[src/inc/ocp_defs.svh]
// ocp_defs.svh: register offsets, field positions, reset codes and timing counts of the
// over-current protected output switch.
// Assumes a 200 MHz reference clock and a 32-bit classic Wishbone register bus.
`ifndef OCP_DEFS_SVH
`define OCP_DEFS_SVH

// ============================================================
// Register map (byte addresses, one aligned word each)
`define OCP_REG_CTRL 4'h0
`define OCP_REG_STAT 4'h4
`define OCP_REG_TRIPS 4'h8

// ============================================================
// Field positions
`define OCP_CTRL_TRIP_LSB 0
`define OCP_CTRL_REC_LSB 4
`define OCP_STAT_ON 0
`define OCP_STAT_FAULT 1
`define OCP_STAT_EXT 2
`define OCP_STAT_CMD 3
`define OCP_STAT_OC 4
`define OCP_STAT_RATIO 5
`define OCP_STAT_STATE_LSB 8

// ============================================================
// Reset codes of the delay selections per variant
`define OCP_TRIP_DEF_LONG 3'h0
`define OCP_TRIP_DEF_SHORT 3'h4
`define OCP_REC_DEF_LONG 3'h5
`define OCP_REC_DEF_SHORT 3'h1

// ============================================================
// Timing: clock period, trip delays in us, recovery times in ms
`define OCP_CLK_PERIOD_NS 5
`define OCP_NS_PER_US 1000
`define OCP_CYC_PER_US (`OCP_NS_PER_US / `OCP_CLK_PERIOD_NS)
`define OCP_US_PER_MS 1000
`define OCP_FLASH_FREQ_CHZ 170
`define OCP_FLASH_HALF_MS (100000 / (2 * `OCP_FLASH_FREQ_CHZ))
`define OCP_TRIP_US_0 11'h032
`define OCP_TRIP_US_1 11'h005
`define OCP_TRIP_US_2 11'h00A
`define OCP_TRIP_US_3 11'h014
`define OCP_TRIP_US_4 11'h064
`define OCP_TRIP_US_5 11'h0C8
`define OCP_TRIP_US_6 11'h1F4
`define OCP_TRIP_US_7 11'h3E8
`define OCP_REC_MS_0 11'h00A
`define OCP_REC_MS_1 11'h014
`define OCP_REC_MS_2 11'h032
`define OCP_REC_MS_3 11'h064
`define OCP_REC_MS_4 11'h0C8
`define OCP_REC_MS_5 11'h1F4
`define OCP_REC_MS_6 11'h3E8
`define OCP_REC_MS_7 11'h5DC

`endif

[src/inc/ocp_pkg.sv]
// ocp_pkg: types shared by the over-current protected output switch.
// Assumes nothing beyond a SystemVerilog compiler.
package ocp_pkg;
  // Wishbone address, data and byte-select types.
  typedef logic [3:0] ocp_adr_t;
  typedef logic [31:0] ocp_data_t;
  typedef logic [3:0] ocp_sel_t;
  // Switch controller states, one-hot.
  typedef enum logic [2:0] {
    OCP_IDLE = 3'h1,
    OCP_ON = 3'h2,
    OCP_FAULT = 3'h4
  } ocp_state_t;
endpackage : ocp_pkg

[src/core/ocp_switch_ctrl.sv]
// ocp_switch_ctrl: control logic of a protected high-side output switch with retry.
// Assumes pin inputs are asynchronous, comparators report over-current as a level,
// and software reaches the configuration over a classic Wishbone slave port.
//
// Functional notes
// - Output follows command unless protection forces off.
// - Healthy load: output steady, status released.
// - Trip only after over-current outlasts trip delay.
// - Status goes active with the protective turn-off.
// - Variant picks steady or flashing fault indication.
// - Short over-current peaks are ignored entirely.
// - After recovery time, retry if command high.
// - Short still present at retry: off, new recovery.
// - Retry cycle repeats until short or command ends.
// - Command low aborts recovery; next rise retries.
// - Default recovery 500 ms or 20 ms by variant.
// - Sense strapped to ground selects internal switch.
// - Internal mode: switch comparator is over-current.
// - Shunt on sense: output sinks external transistor.
// - External mode: shunt comparator is over-current.
// - Eight trip delays 5 to 1000 us, variant default.
// - Flashing fault toggles near 1.7 Hz, half duty.
`include "ocp_defs.svh"
`timescale 1ns/1ps
`default_nettype none
module ocp_switch_ctrl #(
  parameter bit FLASH_VARIANT = 1'b0,
  parameter bit LONG_DEFAULTS = 1'b1,
  parameter int unsigned CYC_PER_US = `OCP_CYC_PER_US,
  parameter int unsigned US_PER_MS = `OCP_US_PER_MS
) (
  input wire logic REF_CLK,
  input wire logic NRST,
  input wire logic CMD_IN,
  input wire logic SENS_GND_IN,
  input wire logic OC_INT_IN,
  input wire logic OC_EXT_IN,
  output logic OUT_SRC_EN,
  output logic OUT_SINK_EN,
  output logic STATUS_O,
  output logic STATUS_OE,
  input wire ocp_pkg::ocp_adr_t WB_ADR_I,
  input wire ocp_pkg::ocp_data_t WB_DAT_I,
  input wire ocp_pkg::ocp_sel_t WB_SEL_I,
  input wire logic WB_WE_I,
  input wire logic WB_CYC_I,
  input wire logic WB_STB_I,
  output ocp_pkg::ocp_data_t WB_DAT_O,
  output logic WB_ACK_O
);
  import ocp_pkg::*;

  // ============================================================
  // Pin synchronisation and mode strap

  // Synchronised pin levels.
  logic cmd_s;
  logic sens_gnd_s;
  logic oc_int_s;
  logic oc_ext_s;
  // Cycles waited after reset before the strap is trusted.
  logic [1:0] strap_wait;
  // Set once the strap has been captured.
  logic strap_done;
  // High when an external power transistor is driven.
  logic ext_mode;

  // All four pins come from outside the clock domain.
  ocp_sync #(
    .W(4)
  ) u_sync (
    .clk(REF_CLK),
    .rst_n(NRST),
    .d({CMD_IN, SENS_GND_IN, OC_INT_IN, OC_EXT_IN}),
    .q({cmd_s, sens_gnd_s, oc_int_s, oc_ext_s})
  );

  assign strap_done = (strap_wait == 2'h3);

  // The strap is caught once, after the synchroniser has filled past reset.
  always_ff @(posedge REF_CLK or negedge NRST) begin
    if (!NRST) begin
      strap_wait <= 2'h0;
      ext_mode <= 1'b0;
    end else if (!strap_done) begin
      strap_wait <= strap_wait + 2'h1;
      if (strap_wait == 2'h2) begin
        ext_mode <= !sens_gnd_s;
      end
    end
  end

  // Over-current source depends on the mode.
  logic oc;
  assign oc = ext_mode ? oc_ext_s : oc_int_s;

  // ============================================================
  // Time base: microsecond and millisecond enable pulses

  // Clock cycles within the current microsecond.
  logic [7:0] us_div;
  // Microseconds within the current millisecond.
  logic [9:0] ms_div;
  // One-cycle pulse every microsecond.
  logic us_tick;
  // One-cycle pulse every millisecond.
  logic ms_tick;
  // Divider wrap points.
  logic us_wrap;
  logic ms_wrap;

  assign us_wrap = (us_div == 8'(CYC_PER_US - 1));
  assign ms_wrap = (ms_div == 10'(US_PER_MS - 1));

  // All delays are counted from the reference clock.
  always_ff @(posedge REF_CLK or negedge NRST) begin
    if (!NRST) begin
      us_div <= 8'h00;
      ms_div <= 10'h000;
      us_tick <= 1'b0;
      ms_tick <= 1'b0;
    end else begin
      us_div <= us_wrap ? 8'h00 : us_div + 8'h01;
      us_tick <= us_wrap;
      ms_tick <= us_wrap && ms_wrap;
      if (us_wrap) begin
        ms_div <= ms_wrap ? 10'h000 : ms_div + 10'h001;
      end
    end
  end

  // ============================================================
  // Configuration and delay lookup

  // Trip delay code and recovery time code.
  logic [2:0] trip_code;
  logic [2:0] rec_code;
  // Selected delays in microseconds and milliseconds.
  logic [10:0] trip_us;
  logic [10:0] rec_ms;

  // Map the trip code to its delay.
  always_comb begin
    case (trip_code)
      3'h0: trip_us = `OCP_TRIP_US_0;
      3'h1: trip_us = `OCP_TRIP_US_1;
      3'h2: trip_us = `OCP_TRIP_US_2;
      3'h3: trip_us = `OCP_TRIP_US_3;
      3'h4: trip_us = `OCP_TRIP_US_4;
      3'h5: trip_us = `OCP_TRIP_US_5;
      3'h6: trip_us = `OCP_TRIP_US_6;
      default: trip_us = `OCP_TRIP_US_7;
    endcase
  end

  // Map the recovery code to its time.
  always_comb begin
    case (rec_code)
      3'h0: rec_ms = `OCP_REC_MS_0;
      3'h1: rec_ms = `OCP_REC_MS_1;
      3'h2: rec_ms = `OCP_REC_MS_2;
      3'h3: rec_ms = `OCP_REC_MS_3;
      3'h4: rec_ms = `OCP_REC_MS_4;
      3'h5: rec_ms = `OCP_REC_MS_5;
      3'h6: rec_ms = `OCP_REC_MS_6;
      default: rec_ms = `OCP_REC_MS_7;
    endcase
  end

  // Recovery in ms at least trip in us means the thousandfold margin holds.
  logic recovery_to_trip_ratio;
  assign recovery_to_trip_ratio = (rec_ms >= trip_us);

  // ============================================================
  // Protection timers

  // Current state and next state.
  ocp_state_t state;
  ocp_state_t next_state;
  // Timer flags.
  logic trip_expired;
  logic rec_expired;
  logic flash_expired;
  // Fault indication and flash phase.
  logic fault;
  logic flash_phase;

  // One tick beyond the delay guarantees the over-current lasted longer than it.
  ocp_timer #(
    .W(11)
  ) u_trip (
    .clk(REF_CLK),
    .rst_n(NRST),
    .clear(!((state == OCP_ON) && oc)),
    .tick(us_tick),
    .limit(trip_us + 11'h001),
    .expired(trip_expired)
  );

  // Recovery wait runs only while the output is held off by a fault.
  ocp_timer #(
    .W(11)
  ) u_rec (
    .clk(REF_CLK),
    .rst_n(NRST),
    .clear(state != OCP_FAULT),
    .tick(ms_tick),
    .limit(rec_ms + 11'h001),
    .expired(rec_expired)
  );

  // Half period of the flashing indication.
  ocp_timer #(
    .W(11)
  ) u_flash (
    .clk(REF_CLK),
    .rst_n(NRST),
    .clear(!fault || flash_expired),
    .tick(ms_tick),
    .limit(11'(`OCP_FLASH_HALF_MS)),
    .expired(flash_expired)
  );

  // ============================================================
  // Switch state machine

  // Decide the next state from command, trip and recovery.
  always_comb begin
    next_state = state;
    case (state)
      OCP_IDLE: begin
        // Start-up has settled once the strap is caught.
        if (cmd_s && strap_done) begin
          next_state = OCP_ON;
        end
      end
      OCP_ON: begin
        if (!cmd_s) begin
          next_state = OCP_IDLE;
        end else if (trip_expired) begin
          next_state = OCP_FAULT;
        end
      end
      OCP_FAULT: begin
        if (!cmd_s) begin
          next_state = OCP_IDLE;
        end else if (rec_expired) begin
          next_state = OCP_ON;
        end
      end
      default: begin
        next_state = OCP_IDLE;
      end
    endcase
  end

  // Fault indication follows the state machine in the same cycle. It stays
  // active across a retry while the short persists, and clears at the first
  // microsecond tick that finds the output on with no over-current.
  logic next_fault;
  logic next_phase;
  logic next_on;
  assign next_on = (next_state == OCP_ON);
  assign next_fault = (next_state == OCP_FAULT) ||
                      (fault && (next_state == OCP_ON) && !(!oc && us_tick));
  assign next_phase = !next_fault || !fault || (flash_expired ? !flash_phase : flash_phase);

  // State, fault flag and flash phase.
  always_ff @(posedge REF_CLK or negedge NRST) begin
    if (!NRST) begin
      state <= OCP_IDLE;
      fault <= 1'b0;
      flash_phase <= 1'b1;
    end else begin
      state <= next_state;
      fault <= next_fault;
      flash_phase <= next_phase;
    end
  end

  // Pin drivers change together with the state; status pulls low when active.
  always_ff @(posedge REF_CLK or negedge NRST) begin
    if (!NRST) begin
      OUT_SRC_EN <= 1'b0;
      OUT_SINK_EN <= 1'b0;
      STATUS_O <= 1'b0;
      STATUS_OE <= 1'b0;
    end else begin
      OUT_SRC_EN <= next_on && !ext_mode;
      OUT_SINK_EN <= next_on && ext_mode;
      STATUS_O <= 1'b0;
      STATUS_OE <= next_fault && (!FLASH_VARIANT || next_phase);
    end
  end

  // ============================================================
  // Wishbone slave

  // Request present, write strobes and read data.
  logic wb_req;
  logic wr_ctrl;
  logic wr_trips;
  logic next_ack;
  ocp_data_t rd_data;
  ocp_data_t ctrl_word;
  ocp_data_t stat_word;
  // Count of protective turn-offs.
  logic [15:0] trips;
  logic trip_event;

  assign wb_req = WB_CYC_I && WB_STB_I;
  assign next_ack = wb_req && !WB_ACK_O;
  assign wr_ctrl = wb_req && WB_WE_I && WB_ACK_O && (WB_ADR_I == `OCP_REG_CTRL) && WB_SEL_I[0];
  assign wr_trips = wb_req && WB_WE_I && WB_ACK_O && (WB_ADR_I == `OCP_REG_TRIPS) && (WB_SEL_I != 4'h0);
  assign trip_event = (state == OCP_ON) && (next_state == OCP_FAULT);

  assign ctrl_word = {25'h000_0000, rec_code, 1'b0, trip_code};
  assign stat_word = {21'h00_0000, state, 2'h0, recovery_to_trip_ratio, oc, cmd_s, ext_mode, fault,
                      (state == OCP_ON)};
  assign rd_data = (WB_ADR_I == `OCP_REG_CTRL) ? ctrl_word :
                   (WB_ADR_I == `OCP_REG_STAT) ? stat_word :
                   (WB_ADR_I == `OCP_REG_TRIPS) ? {16'h0000, trips} : 32'h0000_0000;

  // Acknowledge one cycle after the request; unmapped words read zero.
  always_ff @(posedge REF_CLK or negedge NRST) begin
    if (!NRST) begin
      WB_ACK_O <= 1'b0;
      WB_DAT_O <= 32'h0000_0000;
    end else begin
      WB_ACK_O <= next_ack;
      WB_DAT_O <= next_ack ? rd_data : 32'h0000_0000;
    end
  end

  // Delay codes take their variant defaults at reset and may change at any time.
  always_ff @(posedge REF_CLK or negedge NRST) begin
    if (!NRST) begin
      trip_code <= LONG_DEFAULTS ? `OCP_TRIP_DEF_LONG : `OCP_TRIP_DEF_SHORT;
      rec_code <= LONG_DEFAULTS ? `OCP_REC_DEF_LONG : `OCP_REC_DEF_SHORT;
    end else if (wr_ctrl) begin
      trip_code <= WB_DAT_I[`OCP_CTRL_TRIP_LSB +: 3];
      rec_code <= WB_DAT_I[`OCP_CTRL_REC_LSB +: 3];
    end
  end

  // A trip in the clearing cycle is still counted; the count stops at its top.
  always_ff @(posedge REF_CLK or negedge NRST) begin
    if (!NRST) begin
      trips <= 16'h0000;
    end else if (trip_event) begin
      if (wr_trips) begin
        trips <= 16'h0001;
      end else if (trips != 16'hFFFF) begin
        trips <= trips + 16'h0001;
      end
    end else if (wr_trips) begin
      trips <= 16'h0000;
    end
  end
endmodule : ocp_switch_ctrl
`default_nettype wire

[src/core/ocp_sync.sv]
// ocp_sync: two flip-flop synchroniser for a group of asynchronous pin levels.
// Assumes each bit is an independent level held far longer than a clock period.
`timescale 1ns/1ps
`default_nettype none
module ocp_sync #(
  parameter int unsigned W = 1
) (
  input wire logic clk,
  input wire logic rst_n,
  input wire logic [W-1:0] d,
  output logic [W-1:0] q
);
  // First stage; read only by the second stage.
  logic [W-1:0] meta;

  // Two stages clear the metastable window before any logic looks at the level.
  always_ff @(posedge clk or negedge rst_n) begin
    if (!rst_n) begin
      meta <= '0;
      q <= '0;
    end else begin
      meta <= d;
      q <= meta;
    end
  end
endmodule : ocp_sync
`default_nettype wire

[src/core/ocp_timer.sv]
// ocp_timer: saturating tick counter with a registered limit-reached flag.
// Assumes tick is a one-cycle enable pulse on the same clock.
`timescale 1ns/1ps
`default_nettype none
module ocp_timer #(
  parameter int unsigned W = 11
) (
  input wire logic clk,
  input wire logic rst_n,
  input wire logic clear,
  input wire logic tick,
  input wire logic [W-1:0] limit,
  output logic expired
);
  // Ticks seen since the last clear.
  logic [W-1:0] cnt;
  // Count value for the next cycle.
  logic [W-1:0] next_cnt;

  // Clear wins; otherwise count ticks and stop at the top to avoid wrapping.
  always_comb begin
    if (clear) begin
      next_cnt = '0;
    end else if (tick && (cnt != {W{1'b1}})) begin
      next_cnt = cnt + {{(W-1){1'b0}}, 1'b1};
    end else begin
      next_cnt = cnt;
    end
  end

  // The flag goes high in the same cycle that the count reaches the limit.
  always_ff @(posedge clk or negedge rst_n) begin
    if (!rst_n) begin
      cnt <= '0;
      expired <= 1'b0;
    end else begin
      cnt <= next_cnt;
      expired <= !clear && (next_cnt >= limit);
    end
  end
endmodule : ocp_timer
`default_nettype wire

[config.mk]
export PLATFORM = sky130hd
export DESIGN_NAME = ocp_switch_ctrl
export DESIGN_NICKNAME = d
export VERILOG_FILES = /design/src/inc/ocp_pkg.sv /design/src/core/ocp_switch_ctrl.sv /design/src/core/ocp_sync.sv /design/src/core/ocp_timer.sv
export VERILOG_INCLUDE_DIRS = /design/src /design/src/inc
export SDC_FILE = /design/constraint.sdc
export NUM_CORES = 1
export LEC_CHECK = 0
export ABC_AREA = 0
export CAP_MARGIN = 20
export CORE_ASPECT_RATIO = 1.75
export CORE_MARGIN = 1.5
export CORE_UTILIZATION = 33
export CTS_BUF_LIST = sky130_fd_sc_hd__clkbuf_8
export DETAILED_ROUTE_END_ITERATION = 10
export DONT_BUFFER_PORTS = 1
export HOLD_SLACK_MARGIN = 0.08
export PLACE_DENSITY_LB_ADDON = 0.25
export SETUP_SLACK_MARGIN = 0.3
export SKIP_LAST_GASP = 1
export SLEW_MARGIN = 20
export SYNTH_ARGS = -nofsm -noshare
export SYNTH_HDL_FRONTEND = slang
export SYNTH_SLANG_ARGS = --single-unit
[constraint.sdc]
create_clock -name REF_CLK -period 4.6 [get_ports REF_CLK]
set_input_delay 0.69 -clock REF_CLK [delete_from_list [all_inputs] [get_ports REF_CLK]]
set_output_delay 0.69 -clock REF_CLK [all_outputs]
set_load 0.005 [all_outputs]
==> Word level (Yosys, flattened, before mapping) <==
Cells that the tools add are included.
{ "classes": {"n_addsub": 8, "magnitude_cmp": 3, "n_eq_ne": 27, "muxes": 23, "bitwise": 1, "n_reduce_logical": 36} }
{ "op_table": {"columns": ["cell", "count"], "rows": [
  ["two-way mux 16 bit", 8],
  ["case mux 11 bit (7 select lines)", 1],
  ["case mux 10 bit (7 select lines)", 1],
  ["adder 11 x 1 -> 11 bit (second input constant)", 4],
  ["two-way mux 11 bit", 4],
  [">= comparator 11 bit", 3],
  ["equality test 3 bit (second input constant)", 8],
  ["inequality test 11 bit (second input constant)", 2],
  ["logical AND 1 bit", 21],
  ["equality test 3 x 2 -> 1 bit (second input constant)", 6],
  ["adder 16 x 1 -> 16 bit (second input constant)", 1],
  ["inequality test 16 bit (second input constant)", 1],
  ["two-way mux 3 bit", 5],
  ["adder 10 x 1 -> 10 bit (second input constant)", 1],
  ["equality test 10 bit (second input constant)", 1],
  ["two-way mux 10 bit", 1],
  ["equality test 3 x 1 -> 1 bit (second input constant)", 3],
  ["case mux 3 bit (3 select lines)", 1],
  ["adder 8 x 1 -> 8 bit (second input constant)", 1],
  ["equality test 8 bit (second input constant)", 1],
  ["two-way mux 8 bit", 1],
  ["zero test 1 bit", 6],
  ["zero test 3 bit", 2],
  ["equality test 2 bit (second input constant)", 2],
  ["11 further kinds", 13]
]} }
{ "totals": {"register_bits": 100, "out_inout_bits": 37} }

==> Longest topological paths before layout <==
Gate-level depths: netlist of run 1.
{ "depth": {"word_depth": 8, "depth_mapped": 12, "mapped_depth_nobuf": 12} }

==> Hierarchy <==
Synthesis of run 1 repeated with hierarchy kept, for this count alone.
{ "hier_totals": {"hier_cells": 610, "hier_area_um2": 5768.0} }
{ "modules_own_cells": {"columns": ["mod", "n_inst", "cells_per_inst", "area_each_um2", "seq_area_each_um2"], "rows": [
  ["ocp_switch_ctrl", 1, 410, 3788.6, 1705.4],
  ["ocp_timer", 2, 96, 889.6, 300.3],
  ["ocp_sync", 1, 8, 200.2, 200.2]
]} }

==> Least setup slack after synthesis of run 1 <==
Ideal clock, no wire load.
{ "synth_path": {"kind": "register -> register", "from": "register u_rec.cnt[0]", "to": "register u_rec.expired", "t_arrival_ns": 2.381, "required_time_ns": 4.522, "slack_ns": 2.141, "stages_incl_launch_ff": 11, "cell_sequence": "dfrtp_1 ha_1 nand3_1 o31ai_1 nor2_1 xnor2_1 nor2_1 ha_1 nand4_1 or4_1 a21oi_1"} }
{ "synth_between": {"elab_chain_len": 6} }
{ "synth_rtl": {"columns": ["item", "line", "source"], "rows": [
  ["start, declared", "ocp_timer.sv:16", "logic [W-1:0] cnt;"],
  ["start signal, assigned", "ocp_timer.sv:37", "cnt <= next_cnt;"],
  ["parallel branches: the longest is 2 deep, another holds adder 11 x 1 -> 11 bit", null, null],
  ["two-way mux 11 bit *", "ocp_timer.sv:24", "end else if (tick && (cnt != {W{1'b1}})) begin"],
  ["two-way mux 11 bit *", "ocp_timer.sv:22", "if (clear) begin"],
  ["via u_rec.next_cnt[3]", "ocp_timer.sv:18", "logic [W-1:0] next_cnt;"],
  [">= comparator 11 bit *", "ocp_timer.sv:38", "expired <= !clear && (next_cnt >= limit);"],
  ["logical AND 1 bit *", "ocp_timer.sv:38", null],
  ["end signal, assigned", "ocp_timer.sv:38", null],
  ["end, declared", "ocp_timer.sv:13", "output logic expired"]
]} }
Mark *: on every way through the listed nets, which the timed path passes.
A chain may end at the register's enable or synchronous reset.

==> Worst setup path after layout of run 1 <==
Same ends and word-level chain as after synthesis.

==> results of run 1 <==
-- per-stage QoR --
step | worst slack, ps | cells | util
2_1_floorplan | 2140 | 588 | -
3_3_place_gp | 1780 | 779 | 0.348
3_5_place_dp | 1730 | 779 | 0.348
4_1_cts | 1700 | 796 | 0.361
5_1_grt | 1440 | 796 | 0.361
6_report | 1730 | 796 | 0.361
-- layout make-up --
cell class	instances	share of cell area
Multi-Input combinational cell	420	0.471
Sequential cell	100	0.422
Tap cell	224	0.0471
Inverter	34	0.0215
Clock buffer	9	0.0208
Clock inverter	7	0.0116
Timing Repair Buffer	2	0.00589
-- state kept, by name (all words and copies together) (netlist names), 2 cells and up --
register     count
WB_DAT_O        16
u_trip.cnt      11
trip_code        3
trips           16
strap_wait       2
u_sync.meta      4
state            3
us_div           8
rec_code         3
u_sync.q         4
ms_div          10
u_rec.cnt       11
-- power by group through the flow --
stage,logic (mW),registers [mW],clock network [mW]
2_1_floorplan,0.0885,0.931,0
3_3_place_gp,0.0876,0.943,0
3_5_place_dp,0.0893,0.943,0
4_1_cts,0.110,0.926,0.593
5_1_grt,0.125,0.929,0.627
6_report,0.108,0.925,0.568
-- routing by layer --
layer | vias up | GRT usage | share of wire
li1 | 2002 | - | -
met4 | 0 | 0.0544 | 0.023
met2 | 71 | 0.275 | 0.57
met5 | - | 0 | 0
met1 | 2015 | 0.161 | 0.38
met3 | 16 | 0.0296 | 0.031
-- synth_stat cells (5+ instances only) --
| cell type | number | share of area |
|---|---|---|
| sky130_fd_sc_hd__a31oi_1 | 5 | 0.0056 |
| sky130_fd_sc_hd__clkbuf_1 | 15 | 0.010 |
| sky130_fd_sc_hd__mux2i_1 | 5 | 0.0090 |
| sky130_fd_sc_hd__nor2_1 | 53 | 0.036 |
| sky130_fd_sc_hd__o21ai_0 | 27 | 0.024 |
| sky130_fd_sc_hd__nand2b_1 | 7 | 0.0079 |
| sky130_fd_sc_hd__a211oi_1 | 6 | 0.0081 |
| sky130_fd_sc_hd__nand2_1 | 36 | 0.024 |
| sky130_fd_sc_hd__nand4_1 | 14 | 0.016 |
| sky130_fd_sc_hd__xor2_1 | 6 | 0.0094 |
| sky130_fd_sc_hd__nor3_1 | 18 | 0.016 |
| sky130_fd_sc_hd__nor4_1 | 8 | 0.0090 |
| sky130_fd_sc_hd__inv_1 | 33 | 0.022 |
| sky130_fd_sc_hd__ha_1 | 39 | 0.088 |
| sky130_fd_sc_hd__mux2_4 | 6 | 0.016 |
| sky130_fd_sc_hd__nand3_1 | 31 | 0.028 |
| sky130_fd_sc_hd__and2_1 | 8 | 0.0090 |
| sky130_fd_sc_hd__a21oi_1 | 25 | 0.022 |
| sky130_fd_sc_hd__buf_4 | 17 | 0.023 |
| sky130_fd_sc_hd__dfrtp_1 | 97 | 0.44 |
| sky130_fd_sc_hd__and3_1 | 8 | 0.0090 |
| sky130_fd_sc_hd__a22oi_1 | 5 | 0.0067 |
| sky130_fd_sc_hd__xnor2_1 | 29 | 0.046 |
-- layout by cell type (no fill, tap or decap), drive strengths merged, types with 4 or more instances in the layout --
cell type and count:
nor2 53, a211oi 6, xor2 6, a41oi 4
nor4 9, o221ai 4, a311oi 4, nand3 32
ha 39, a31oi 5, a22oi 5, xnor2 29
and3 8, and2 8, nand2b 7, conb 18
nand2 36, dfrtp 97, nor3 19, a21oi 25
inv 37, mux2i 5, o31ai 4, or3 4
nand4 14, o21a 4, o21ai 27, mux2 7
clkbuf 9
-- timing repair --
| action | 4_1_cts | 5_1_grt |
|---|---|---|
| endpoints found under the hold margin | 97 | 0 |
| resized for setup | 0 | 0 |
| hold buffers | 1 | 0 |
| buffers inserted | 0 | 0 |
-- worst max-delay path, cell delays in order (launching register included) --
cell                      delay, ps
sky130_fd_sc_hd__dfrtp_1        420
sky130_fd_sc_hd__ha_1           210
sky130_fd_sc_hd__nand3_1        110
sky130_fd_sc_hd__o31ai_1        540
sky130_fd_sc_hd__nor2_1         140
sky130_fd_sc_hd__xnor2_1        170
sky130_fd_sc_hd__nor2_1          80
sky130_fd_sc_hd__ha_1           310
sky130_fd_sc_hd__nand4_1        150
sky130_fd_sc_hd__or4_1          490
sky130_fd_sc_hd__a21oi_1        180
-- worst max-delay path by stage --
| stage | startpoint | end | cells after the start |
|---|---|---|---|
| after floorplan | u_rec.cnt[0]$_DFF_PN0_ | u_rec.expired$_DFF_PN0_ | 10 |
| after global placement | state[2]$_DFF_PN0_ | u_rec.expired$_DFF_PN0_ | 9 |
| after detailed placement | state[2]$_DFF_PN0_ | u_rec.expired$_DFF_PN0_ | 9 |
| after CTS | state[2]$_DFF_PN0_ | u_rec.expired$_DFF_PN0_ | 9 |
| after global routing | u_rec.cnt[4]$_DFF_PN0_ | u_rec.expired$_DFF_PN0_ | 9 |
| final | u_rec.cnt[0]$_DFF_PN0_ | u_rec.expired$_DFF_PN0_ | 10 |
-- cells by family (layout without fill, tap and decap cells) --
| logic type | Yosys count | count (layout) |
|---|---|---|
| AOI/OAI and AO/OA | 107 | 107 |
| muxes | 12 | 12 |
| other | 2 | 18 |
| adders and majority gates | 39 | 39 |
| and+or+nand+nor | 209 | 209 |
| DFF | 100 | 100 |
| buffers and inverters | 68 | 52 |
| xor gates and xnor gates | 35 | 35 |
==> results.rst, run 1 <==
.. list-table::
   :header-rows: 1

   * - Metric
     - Value
   * - Run status
     - completed
   * - Flops & latches, synth
     - 100
   * - Setup repair after global routing missed its margin
     - no
   * - Number of iterations in the first detailed-routing pass
     - 4
   * - Routed WL per cell
     - 15.6 µm
   * - Worst vdd ir
     - 238 µV
   * - Post-synthesis share of cell area spent on and, or, nand and nor gates
     - 0.194
   * - Routability Congestion
     - 0.842
   * - Placement-stage cell area
     - 5720 µm²
   * - P_sw
     - 0.411 mW
   * - H-Tree Depth
     - 3
   * - Maximum number of buffers from clock root to sink
     - 2
   * - Core Box Area
     - 16400 µm²
   * - Post-Route Setup TNS
     - 0 ps
   * - Total of buffers placed on input and output ports
     - 0
   * - Post-DP HPWL
     - 9210 µm
   * - Power density of the placed cells
     - 269 nW/µm²
   * - Async set or reset register ratio after synthesis
     - 1.00
   * - Register area share after synthesis
     - 0.449
   * - Final non-filler cell area
     - 5940 µm²
   * - Number of top-level pins
     - 86
   * - Share of cell area taken by muxes after synthesis
     - 0.0271
   * - Clock latency on the worst-skew pair
     - 370 ps
   * - Starting Density
     - 0.339
   * - Static leakage
     - 2.53 nW
   * - Post-synthesis compound-gate area fraction
     - 0.127
   * - Worst reg-to-reg path cell count
     - 10
   * - Ant diodes
     - 0
   * - CP Data Arrival Time
     - 3150 ps
   * - Clock tree from TritonCTS
     - yes
   * - Number of max-slew violations in the final report
     - 0
   * - Final Hold Fails
     - 0
   * - Total global routing overflow
     - 0
   * - Slew Limit Headroom
     - 0.322
   * - Reg-to-reg startpoint
     - u_rec.cnt[0]$_DFF_PN0_
   * - Switching power as a share of total power
     - 0.257
   * - Smallest hold slack
     - 153 ps
   * - Share of layout cells above drive strength 1
     - 0.0594
   * - Clock share of power
     - 0.355
   * - Post-layout minimum cycle time
     - 2870 ps
   * - Wire length of the first global-routing pass
     - 20600 µm
   * - Reg power frac
     - 0.578
   * - Worst min path class
     - in -> async
   * - Total global routing track utilization
     - 0.148
   * - Maximum number of pins on one net before global-route repair
     - 98
   * - Initial antenna violation count
     - 0
   * - Number of buffers inserted during clock tree synthesis
     - 9
   * - Clock tree sinks
     - 100
   * - Highest achievable clock rate
     - 0.349 GHz
   * - Distinct cell type count after synthesis
     - 64
   * - Remaining number of nets flagged by the antenna check after routing
     - 0
   * - Total Routed Length
     - 12400 µm
   * - Setup-failing EPs final
     - 0
   * - Via count of the first global-routing pass
     - 4168
   * - Number of synthesized flops with an enable pin
     - 0
   * - Portion of the clock cycle consumed by the worst path in the final layout
     - 0.623
   * - Via count of the routed design
     - 4104
   * - Type of origin of the critical path
     - flip-flop
   * - Max-capacitance violation count
     - 0
   * - Combinational share of power
     - 0.067
   * - Minimum setup slack among reg-to-reg paths
     - 1730 ps
   * - Maximum fanout along the worst path
     - 4
   * - Height of the chip
     - 175 µm
   * - Ys Warns
     - 0
   * - Reg-to-Reg End
     - u_rec.expired$_DFF_PN0_
   * - DR DRC count
     - 0
   * - Number of standard-cell rows in the floorplan
     - 62
   * - Slew at the pin with the worst max-slew slack
     - 1010 ps
   * - Largest family of logic cells by synthesized area
     - simple AND/OR/NAND/NOR gates
   * - Root buffer cell
     - sky130_fd_sc_hd__clkbuf_8
   * - First-iteration detailed-routing DRC count
     - 171
   * - Critical path class
     - reg -> reg
   * - Internal Power
     - 1.19 mW
   * - Area of the multi-input gates
     - 2800 µm²
   * - Fraction of the mapped netlist area in adder cells
     - 0.0875
   * - Most common flop cell mapped by yosys
     - sky130_fd_sc_hd__dfrtp_1
   * - Power Total
     - 1.60 mW
   * - Sequential Area
     - 2510 µm²
   * - Area of the die
     - 17700 µm²
   * - NumNets Final
     - 655
   * - Area growth from synthesis to final layout
     - 6.60%
   * - Post-synthesis instance area
     - 5580 µm²
   * - Setup skew after layout
     - 14.4 ps
   * - Syn avg cell area
     - 9.75 µm²
   * - Clock slew seen by the registers of the worst setup and hold paths
     - 90 ps
   * - Required time of the critical path
     - 4880 ps
   * - Xor-xnor portion of the synthesized cell area
     - 0.0550
   * - Number of standard cells after synthesis
     - 572
   * - Crit. End Element
     - flip-flop
   * - Via density
     - 5.16
   * - Die Wd
     - 101 µm
   * - Filler Cell Count
     - 1702
No activity file was read; power rests on OpenSTA's default activity.
==> run 2, diff against run 1 <==
==> constraint.sdc (replaced) <==
create_clock -name REF_CLK -period 2.64 [get_ports REF_CLK]
set_input_delay 0.396 -clock REF_CLK [delete_from_list [all_inputs] [get_ports REF_CLK]]
set_output_delay 0.396 -clock REF_CLK [all_outputs]
set_load 0.005 [all_outputs]
==> results.rst, run 2 (synthesis gave the netlist of run 1 again) <==
.. list-table::
   :header-rows: 1

   * - Metric
     - Value
   * - Maximum number of buffers from clock root to sink
     - 2
   * - Wire length of the first global-routing pass
     - 21100 µm
   * - Largest registers
     - WB_DAT_O x16, trips x16
   * - Power Total
     - 2.81 mW
   * - Switching power as a share of total power
     - 0.248
   * - Most common library cell in the layout ignoring fill and taps
     - sky130_fd_sc_hd__dfrtp_1
   * - P_sw
     - 0.695 mW
   * - Routed WL per cell
     - 15.1 µm
   * - Post-Route Setup TNS
     - 0 ps
   * - Required time of the critical path
     - 2950 ps
   * - Area of the multi-input gates
     - 2970 µm²
   * - Area of the die
     - 17700 µm²
   * - Clock tree sinks
     - 100
   * - Via count of the first global-routing pass
     - 4433
   * - Setup-failing EPs final
     - 0
   * - Global route hottest layer
     - met2
   * - Number of iterations in the first detailed-routing pass
     - 5
   * - H-Tree Depth
     - 3
   * - Internal Power
     - 2.11 mW
   * - Share of layout cells above drive strength 1
     - 0.161
   * - Number of max-slew violations in the final report
     - 0
   * - Sequential Area
     - 2510 µm²
   * - Clock slew seen by the registers of the worst setup and hold paths
     - 100 ps
   * - M1 GR Usage
     - 0.160
   * - Grt met3 use
     - 0.0256
   * - Initial antenna violation count
     - 0
   * - Top library cells by usage in the layout, fill and taps aside
     - sky130_fd_sc_hd__dfrtp_1, sky130_fd_sc_hd__nor2_1, sky130_fd_sc_hd__buf_4
   * - Post-Place Cells
     - 798
   * - Number of buffers inserted by hold repair at cts
     - 4
   * - Core Box Area
     - 16400 µm²
   * - Crit. End Element
     - flip-flop
   * - Static leakage
     - 2.74 nW
   * - Total global routing overflow
     - 0
   * - Starting Density
     - 0.339
   * - Reg power frac
     - 0.571
   * - Maximum fanout along the worst path
     - 4
   * - Post-layout minimum cycle time
     - 2460 ps
   * - Global routing usage on met2
     - 0.280
   * - Clock share of power
     - 0.363
   * - Total global routing track utilization
     - 0.152
   * - Worst min path class
     - in -> async
   * - Final Hold Fails
     - 100
   * - Post-Place Worst Slack
     - -34.2 ps
   * - Maximum number of pins on one net before global-route repair
     - 101
   * - Clock latency on the worst-skew pair
     - 380 ps
   * - Die Wd
     - 101 µm
   * - Critical path class
     - reg -> reg
   * - Routability Congestion
     - 0.850
   * - Number of standard-cell rows in the floorplan
     - 62
   * - Combinational share of power
     - 0.066
   * - First-iteration detailed-routing DRC count
     - 178
   * - Highest achievable clock rate
     - 0.406 GHz
   * - Run status
     - finished with violations
   * - Via count of the routed design
     - 4318
   * - Final setup margin
     - 180 ps
   * - Filler Cell Count
     - 1689
   * - Slew at the pin with the worst max-slew slack
     - 747 ps
   * - DR DRC count
     - 0
   * - Post-DP HPWL
     - 9220 µm
   * - NumNets Final
     - 697
   * - Setup repair after global routing missed its margin
     - yes
   * - Via density
     - 5.15
   * - Clock tree from TritonCTS
     - yes
   * - Slew Limit Headroom
     - 0.497
   * - Smallest hold slack
     - -298 ps
   * - Max-capacitance violation count
     - 0
   * - Portion of the clock cycle consumed by the worst path in the final layout
     - 0.932
   * - Type of origin of the critical path
     - flip-flop
   * - Worst vdd ir
     - 308 µV
   * - Failing checks
     - negative hold slack
   * - Remaining number of nets flagged by the antenna check after routing
     - 0
   * - Number of top-level pins
     - 86
   * - Ant diodes
     - 0
   * - Height of the chip
     - 175 µm
   * - Root buffer cell
     - sky130_fd_sc_hd__clkbuf_8
   * - CP Data Arrival Time
     - 2770 ps
   * - Area growth from synthesis to final layout
     - 15.5%
   * - Final non-filler cell total
     - 838
   * - Total of buffers placed on input and output ports
     - 0
   * - Total Routed Length
     - 12700 µm
   * - Power density of the placed cells
     - 436 nW/µm²
   * - Number of buffers inserted during clock tree synthesis
     - 9
   * - Setup skew after layout
     - 17.4 ps
==> run 2: through the flow <==
step | hold WS, ps | instance area (µm²) | util
after floorplan | 100 | 5660 | -
after global placement | 103 | 5890 | 0.358
after detailed placement | 103 | 5890 | 0.358
after CTS | -328 | 6330 | 0.385
after global routing | -318 | 6440 | 0.392
final | -298 | 6440 | 0.392
==> run 2: power groups by stage <==
stage / sequential (mW) / clock [mW] / combinational (mW)
after floorplan: 1.62 / 0 / 0.154
after global placement: 1.63 / 0 / 0.175
after detailed placement: 1.63 / 0 / 0.179
after CTS: 1.60 / 1.06 / 0.185
after global routing: 1.61 / 1.11 / 0.209
final: 1.60 / 1.02 / 0.185
==> run 2: path summary, 6_finish.rpt <==
check                      slack, ps                      from                        to  depth (start not counted)
min                             -300                      NRST    u_rec.cnt[0]$_DFF_PN0_                          0
max in group asynchronous       2710                      NRST        state[0]$_DFF_PN1_                          0
max                              180    u_rec.cnt[6]$_DFF_PN0_   u_rec.expired$_DFF_PN0_                         11
min reg2reg                      350  u_sync.meta[1]$_DFF_PN0_     u_sync.q[1]$_DFF_PN0_                          0
min in group REF_CLK             160               WB_DAT_I[1]  trip_code[1]$_DFFE_PN0P_                          1
max reg2reg                      180    u_rec.cnt[6]$_DFF_PN0_   u_rec.expired$_DFF_PN0_                         11
==> run 2: per-layer routing <==
layer | part of all wire | vias to the layer above
met5 | 0 | -
met2 | 0.56 | 86
met1 | 0.37 | 2117
met4 | 0.036 | 0
li1 | - | 2085
met3 | 0.030 | 30
==> run 2: worst max-delay path, stage by stage (launching register included) <==
cell and delay (ps):
sky130_fd_sc_hd__dfrtp_1 400, sky130_fd_sc_hd__nand4_1 120, sky130_fd_sc_hd__buf_6 150, sky130_fd_sc_hd__o31ai_4 270, sky130_fd_sc_hd__buf_6 140, sky130_fd_sc_hd__nor2_1 50
sky130_fd_sc_hd__xnor2_1 160, sky130_fd_sc_hd__nor2_1 80, sky130_fd_sc_hd__ha_1 300, sky130_fd_sc_hd__nand2_1 50, sky130_fd_sc_hd__or4_4 520, sky130_fd_sc_hd__a21oi_4 160
==> run 2: cell type report <==
class                   instances  share of cell area
inverters                      34              0.0198
clock inverters                 6             0.00991
well taps                     224              0.0435
clock buffers                  10              0.0214
repair buffers                 44              0.0540
flip-flops and latches        100               0.390
multi-input cells             420               0.462
==> run 2: repair_timing <==
item / CTS / global route
buffers inserted: 11 / 9
cloned: 0 / 0
pin swaps: 21 / 12
setup endpoints to repair: 2 / 3
endpoints found under the hold margin: 104 / 100
resized for setup: 24 / 13
==> run 3, diff against run 2 <==
--- a/config.mk
+++ b/config.mk
@@ -14,11 +14,11 @@
 export CTS_BUF_LIST = sky130_fd_sc_hd__clkbuf_8
 export DETAILED_ROUTE_END_ITERATION = 10
 export DONT_BUFFER_PORTS = 1
-export HOLD_SLACK_MARGIN = 0.08
-export PLACE_DENSITY_LB_ADDON = 0.25
+export PLACE_DENSITY = 0.59
 export SETUP_SLACK_MARGIN = 0.3
 export SKIP_LAST_GASP = 1
 export SLEW_MARGIN = 20
 export SYNTH_ARGS = -nofsm -noshare
 export SYNTH_HDL_FRONTEND = slang
+export SYNTH_HIERARCHICAL = 1
 export SYNTH_SLANG_ARGS = --single-unit
==> results.rst, run 3 <==
.. list-table::
   :header-rows: 1

   * - Metric
     - Value
   * - Wire length of the first global-routing pass
     - 21500 µm
   * - Crit-path most repeated cell
     - sky130_fd_sc_hd__a21o_1
   * - DR DRC count
     - 0
   * - Top library cells by usage in the layout, fill and taps aside
     - sky130_fd_sc_hd__dfrtp_1, sky130_fd_sc_hd__nand2_1, sky130_fd_sc_hd__inv_1
   * - Most frequent cell after synthesis
     - sky130_fd_sc_hd__dfrtp_1
   * - Smallest hold slack
     - -292 ps
   * - Post-DP HPWL
     - 9740 µm
   * - Number of buffers inserted during clock tree synthesis
     - 9
   * - CP Data Arrival Time
     - 2710 ps
   * - Via count of the first global-routing pass
     - 4579
   * - Synth top cells by count
     - sky130_fd_sc_hd__dfrtp_1, sky130_fd_sc_hd__nand2_1, sky130_fd_sc_hd__inv_1, sky130_fd_sc_hd__nor2_1, sky130_fd_sc_hd__ha_1
   * - Via count of the routed design
     - 4627
   * - Clock tree sinks
     - 100
   * - Number of top-level pins
     - 86
   * - Portion of the clock cycle consumed by the worst path in the final layout
     - 0.929
   * - Type of origin of the critical path
     - flip-flop
   * - Initial antenna violation count
     - 2
   * - CP peak stage delay
     - 410 ps
   * - Worst vdd ir
     - 263 µV
   * - Number of synthesized flops with an enable pin
     - 0
   * - Proportion of netlist area held by the largest area contributor
     - 0.421
   * - Setup skew after layout
     - 9.62 ps
   * - Slew at the pin with the worst max-slew slack
     - 867 ps
   * - Number of standard cells after synthesis
     - 610
   * - Highest achievable clock rate
     - 0.408 GHz
   * - Starting Density
     - 0.339
   * - Number of max-slew violations in the final report
     - 0
   * - Area of the die
     - 18300 µm²
   * - Critical path class
     - reg -> reg
   * - Cell with the largest stage delay on the worst path
     - sky130_fd_sc_hd__dfrtp_1
   * - Routed WL per cell
     - 15.5 µm
   * - First-iteration detailed-routing DRC count
     - 222
   * - Share of layout cells above drive strength 1
     - 0.153
   * - Register area share after synthesis
     - 0.434
   * - Required time of the critical path
     - 2900 ps
   * - Ys Warns
     - 6
   * - Root buffer cell
     - sky130_fd_sc_hd__clkbuf_8
   * - Failing checks
     - negative hold slack
   * - Maximum number of buffers from clock root to sink
     - 2
   * - H-Tree Depth
     - 3
   * - Total global routing track utilization
     - 0.148
   * - Run status
     - finished with violations
   * - Height of the chip
     - 178 µm
   * - Routability Congestion
     - 0.852
   * - Most common flop cell mapped by yosys
     - sky130_fd_sc_hd__dfrtp_1
   * - Cell accounting for the most synthesized area
     - sky130_fd_sc_hd__dfrtp_1
   * - Clock tree from TritonCTS
     - yes
   * - Final Core Density
     - 0.385
   * - Clock slew seen by the registers of the worst setup and hold paths
     - 100 ps
   * - Core Box Area
     - 17000 µm²
   * - Die Wd
     - 103 µm
   * - Post-synthesis instance area
     - 5770 µm²
   * - Final Hold Fails
     - 100
   * - Most common library cell in the layout ignoring fill and taps
     - sky130_fd_sc_hd__dfrtp_1
   * - Static leakage
     - 2.96 nW
   * - Syn avg cell area
     - 9.46 µm²
   * - Number of iterations in the first detailed-routing pass
     - 4
   * - NumNets Final
     - 725
   * - Cells taking the most area after synthesis
     - sky130_fd_sc_hd__dfrtp_1, sky130_fd_sc_hd__ha_1, sky130_fd_sc_hd__nand2_1
   * - Area growth from synthesis to final layout
     - 13.8%
   * - Largest registers
     - WB_DAT_O x16, trips x16
   * - Post-layout minimum cycle time
     - 2450 ps
   * - Flops & latches, synth
     - 100
   * - Worst min path class
     - in -> async
   * - Max-capacitance violation count
     - 0
   * - Crit. End Element
     - flip-flop
   * - Remaining number of nets flagged by the antenna check after routing
     - 0
   * - Distinct cell type count after synthesis
     - 63
   * - Setup repair after global routing missed its margin
     - yes
   * - Slew Limit Headroom
     - 0.416
   * - Maximum number of pins on one net before global-route repair
     - 101
   * - Via density
     - 5.32
   * - Clock latency on the worst-skew pair
     - 370 ps
   * - Power density of the placed cells
     - 442 nW/µm²
   * - Maximum fanout along the worst path
     - 5
   * - Number of standard-cell rows in the floorplan
     - 63
   * - Total of buffers placed on input and output ports
     - 0
   * - Post-Route Setup TNS
     - 0 ps
   * - Chain of cells forming the critical path
     - ha_4, nand3_1, nor2_2, a31oi_1, a311oi_2, ha_1, a21o_1, a21o_1, a21oi_1, o2bb2ai_1
   * - Total global routing overflow
     - 0
   * - Setup-failing EPs final
     - 0
   * - Async set or reset register ratio after synthesis
     - 1.00
   * - Total Routed Length
     - 13400 µm
## run 3: cell count changes in the layout (fill, tap and decap cells not counted), moves of 7 or more
cell	change
sky130_fd_sc_hd__xnor2_1	-22
sky130_fd_sc_hd__nand2_1	+16
sky130_fd_sc_hd__a21oi_1	+14
sky130_fd_sc_hd__inv_1	+12
sky130_fd_sc_hd__or4_1	+12
sky130_fd_sc_hd__nand4_1	-9
sky130_fd_sc_hd__nor2_1	-9
sky130_fd_sc_hd__mux2_2	+7
sky130_fd_sc_hd__o21ai_0	-7
## run 3: kinds of logic after synthesis
kind of cell             count (synthesis)  share of synthesized area
adder cells (fa/ha/maj)                 40                     0.0868
multiplexers                            16                     0.0295
other                                    2                    0.00130
buffers and inverters                   85                     0.0690
AND/OR/NAND/NOR                        225                      0.207
flip-flops                             100                      0.434
AO/OA/AOI/OAI                          130                      0.154
XOR/XNOR                                12                     0.0182
## run 3: per-layer routing
layer,GRT usage,wire length [µm]
met2,0.289,7550
met3,0.0232,568
met4,0.0642,402
met5,0,11
met1,0.150,4900
## run 3: worst max-delay path: cells and delay by family, from the launching register on
| family | cells | cell delay (ps) |
|---|---|---|
| compound gates | 6 | 1090 |
| fa+ha+maj | 2 | 490 |
| flops | 1 | 410 |
| simple gates | 2 | 360 |
## run 3: worst paths after layout
path	from	endpoint	slack, ps	cells past startpoint
max	u_rec/cnt[1]$_DFF_PN0_	u_rec/expired$_DFF_PN0_	190	10
min	NRST	OUT_SRC_EN$_DFF_PN0_	-290	0
max reg2reg	u_rec/cnt[1]$_DFF_PN0_	u_rec/expired$_DFF_PN0_	190	10
min reg2reg	u_sync/meta[2]$_DFF_PN0_	u_sync/q[2]$_DFF_PN0_	360	0
max in group asynchronous	NRST	rec_code[0]$_DFFE_PN1P_	2700	0
min in group REF_CLK	CMD_IN	u_sync/meta[3]$_DFF_PN0_	40	0
## run 3: report_power, final
group	leakage [nW]	switching (mW)	internal (mW)
logic	1.57	0.0991	0.0711
clock network	0.116	0.579	0.551
registers	1.28	0.0379	1.56
total	2.96	0.716	2.19
## run 3: through the flow
step / setup WS, ps / cells / area (µm²) / hold WS, ps / total power [mW]
finish: 188 / 869 / 6560 / -292 / 2.90
global route: 104 / 869 / 6560 / -317 / 3.02
CTS: 172 / 863 / 6460 / -315 / 2.93
detailed placement: -81.1 / 832 / 6030 / 104 / 1.79
global placement: 73.1 / 832 / 6030 / 103 / 1.78
floorplan: 297 / 627 / 5840 / 100 / 1.76
## run 3: final cells by class
cell class | count | area (µm²)
inverters | 47 | 176
clock inverters | 7 | 106
fillers | 1710 | 10500
well taps | 227 | 284
diodes | 1 | 2.50
clock buffers | 9 | 124
repair buffers | 36 | 274
flip-flops and latches | 100 | 2510
multi-input cells | 442 | 3090
## run 3: what timing repair did
item                                    in CTS  in global routing
buffers inserted                            15                  5
endpoints found under the hold margin      100                100
resized for setup                           20                 11
pin swaps                                    9                  6
endpoints found under the setup margin       9                  4
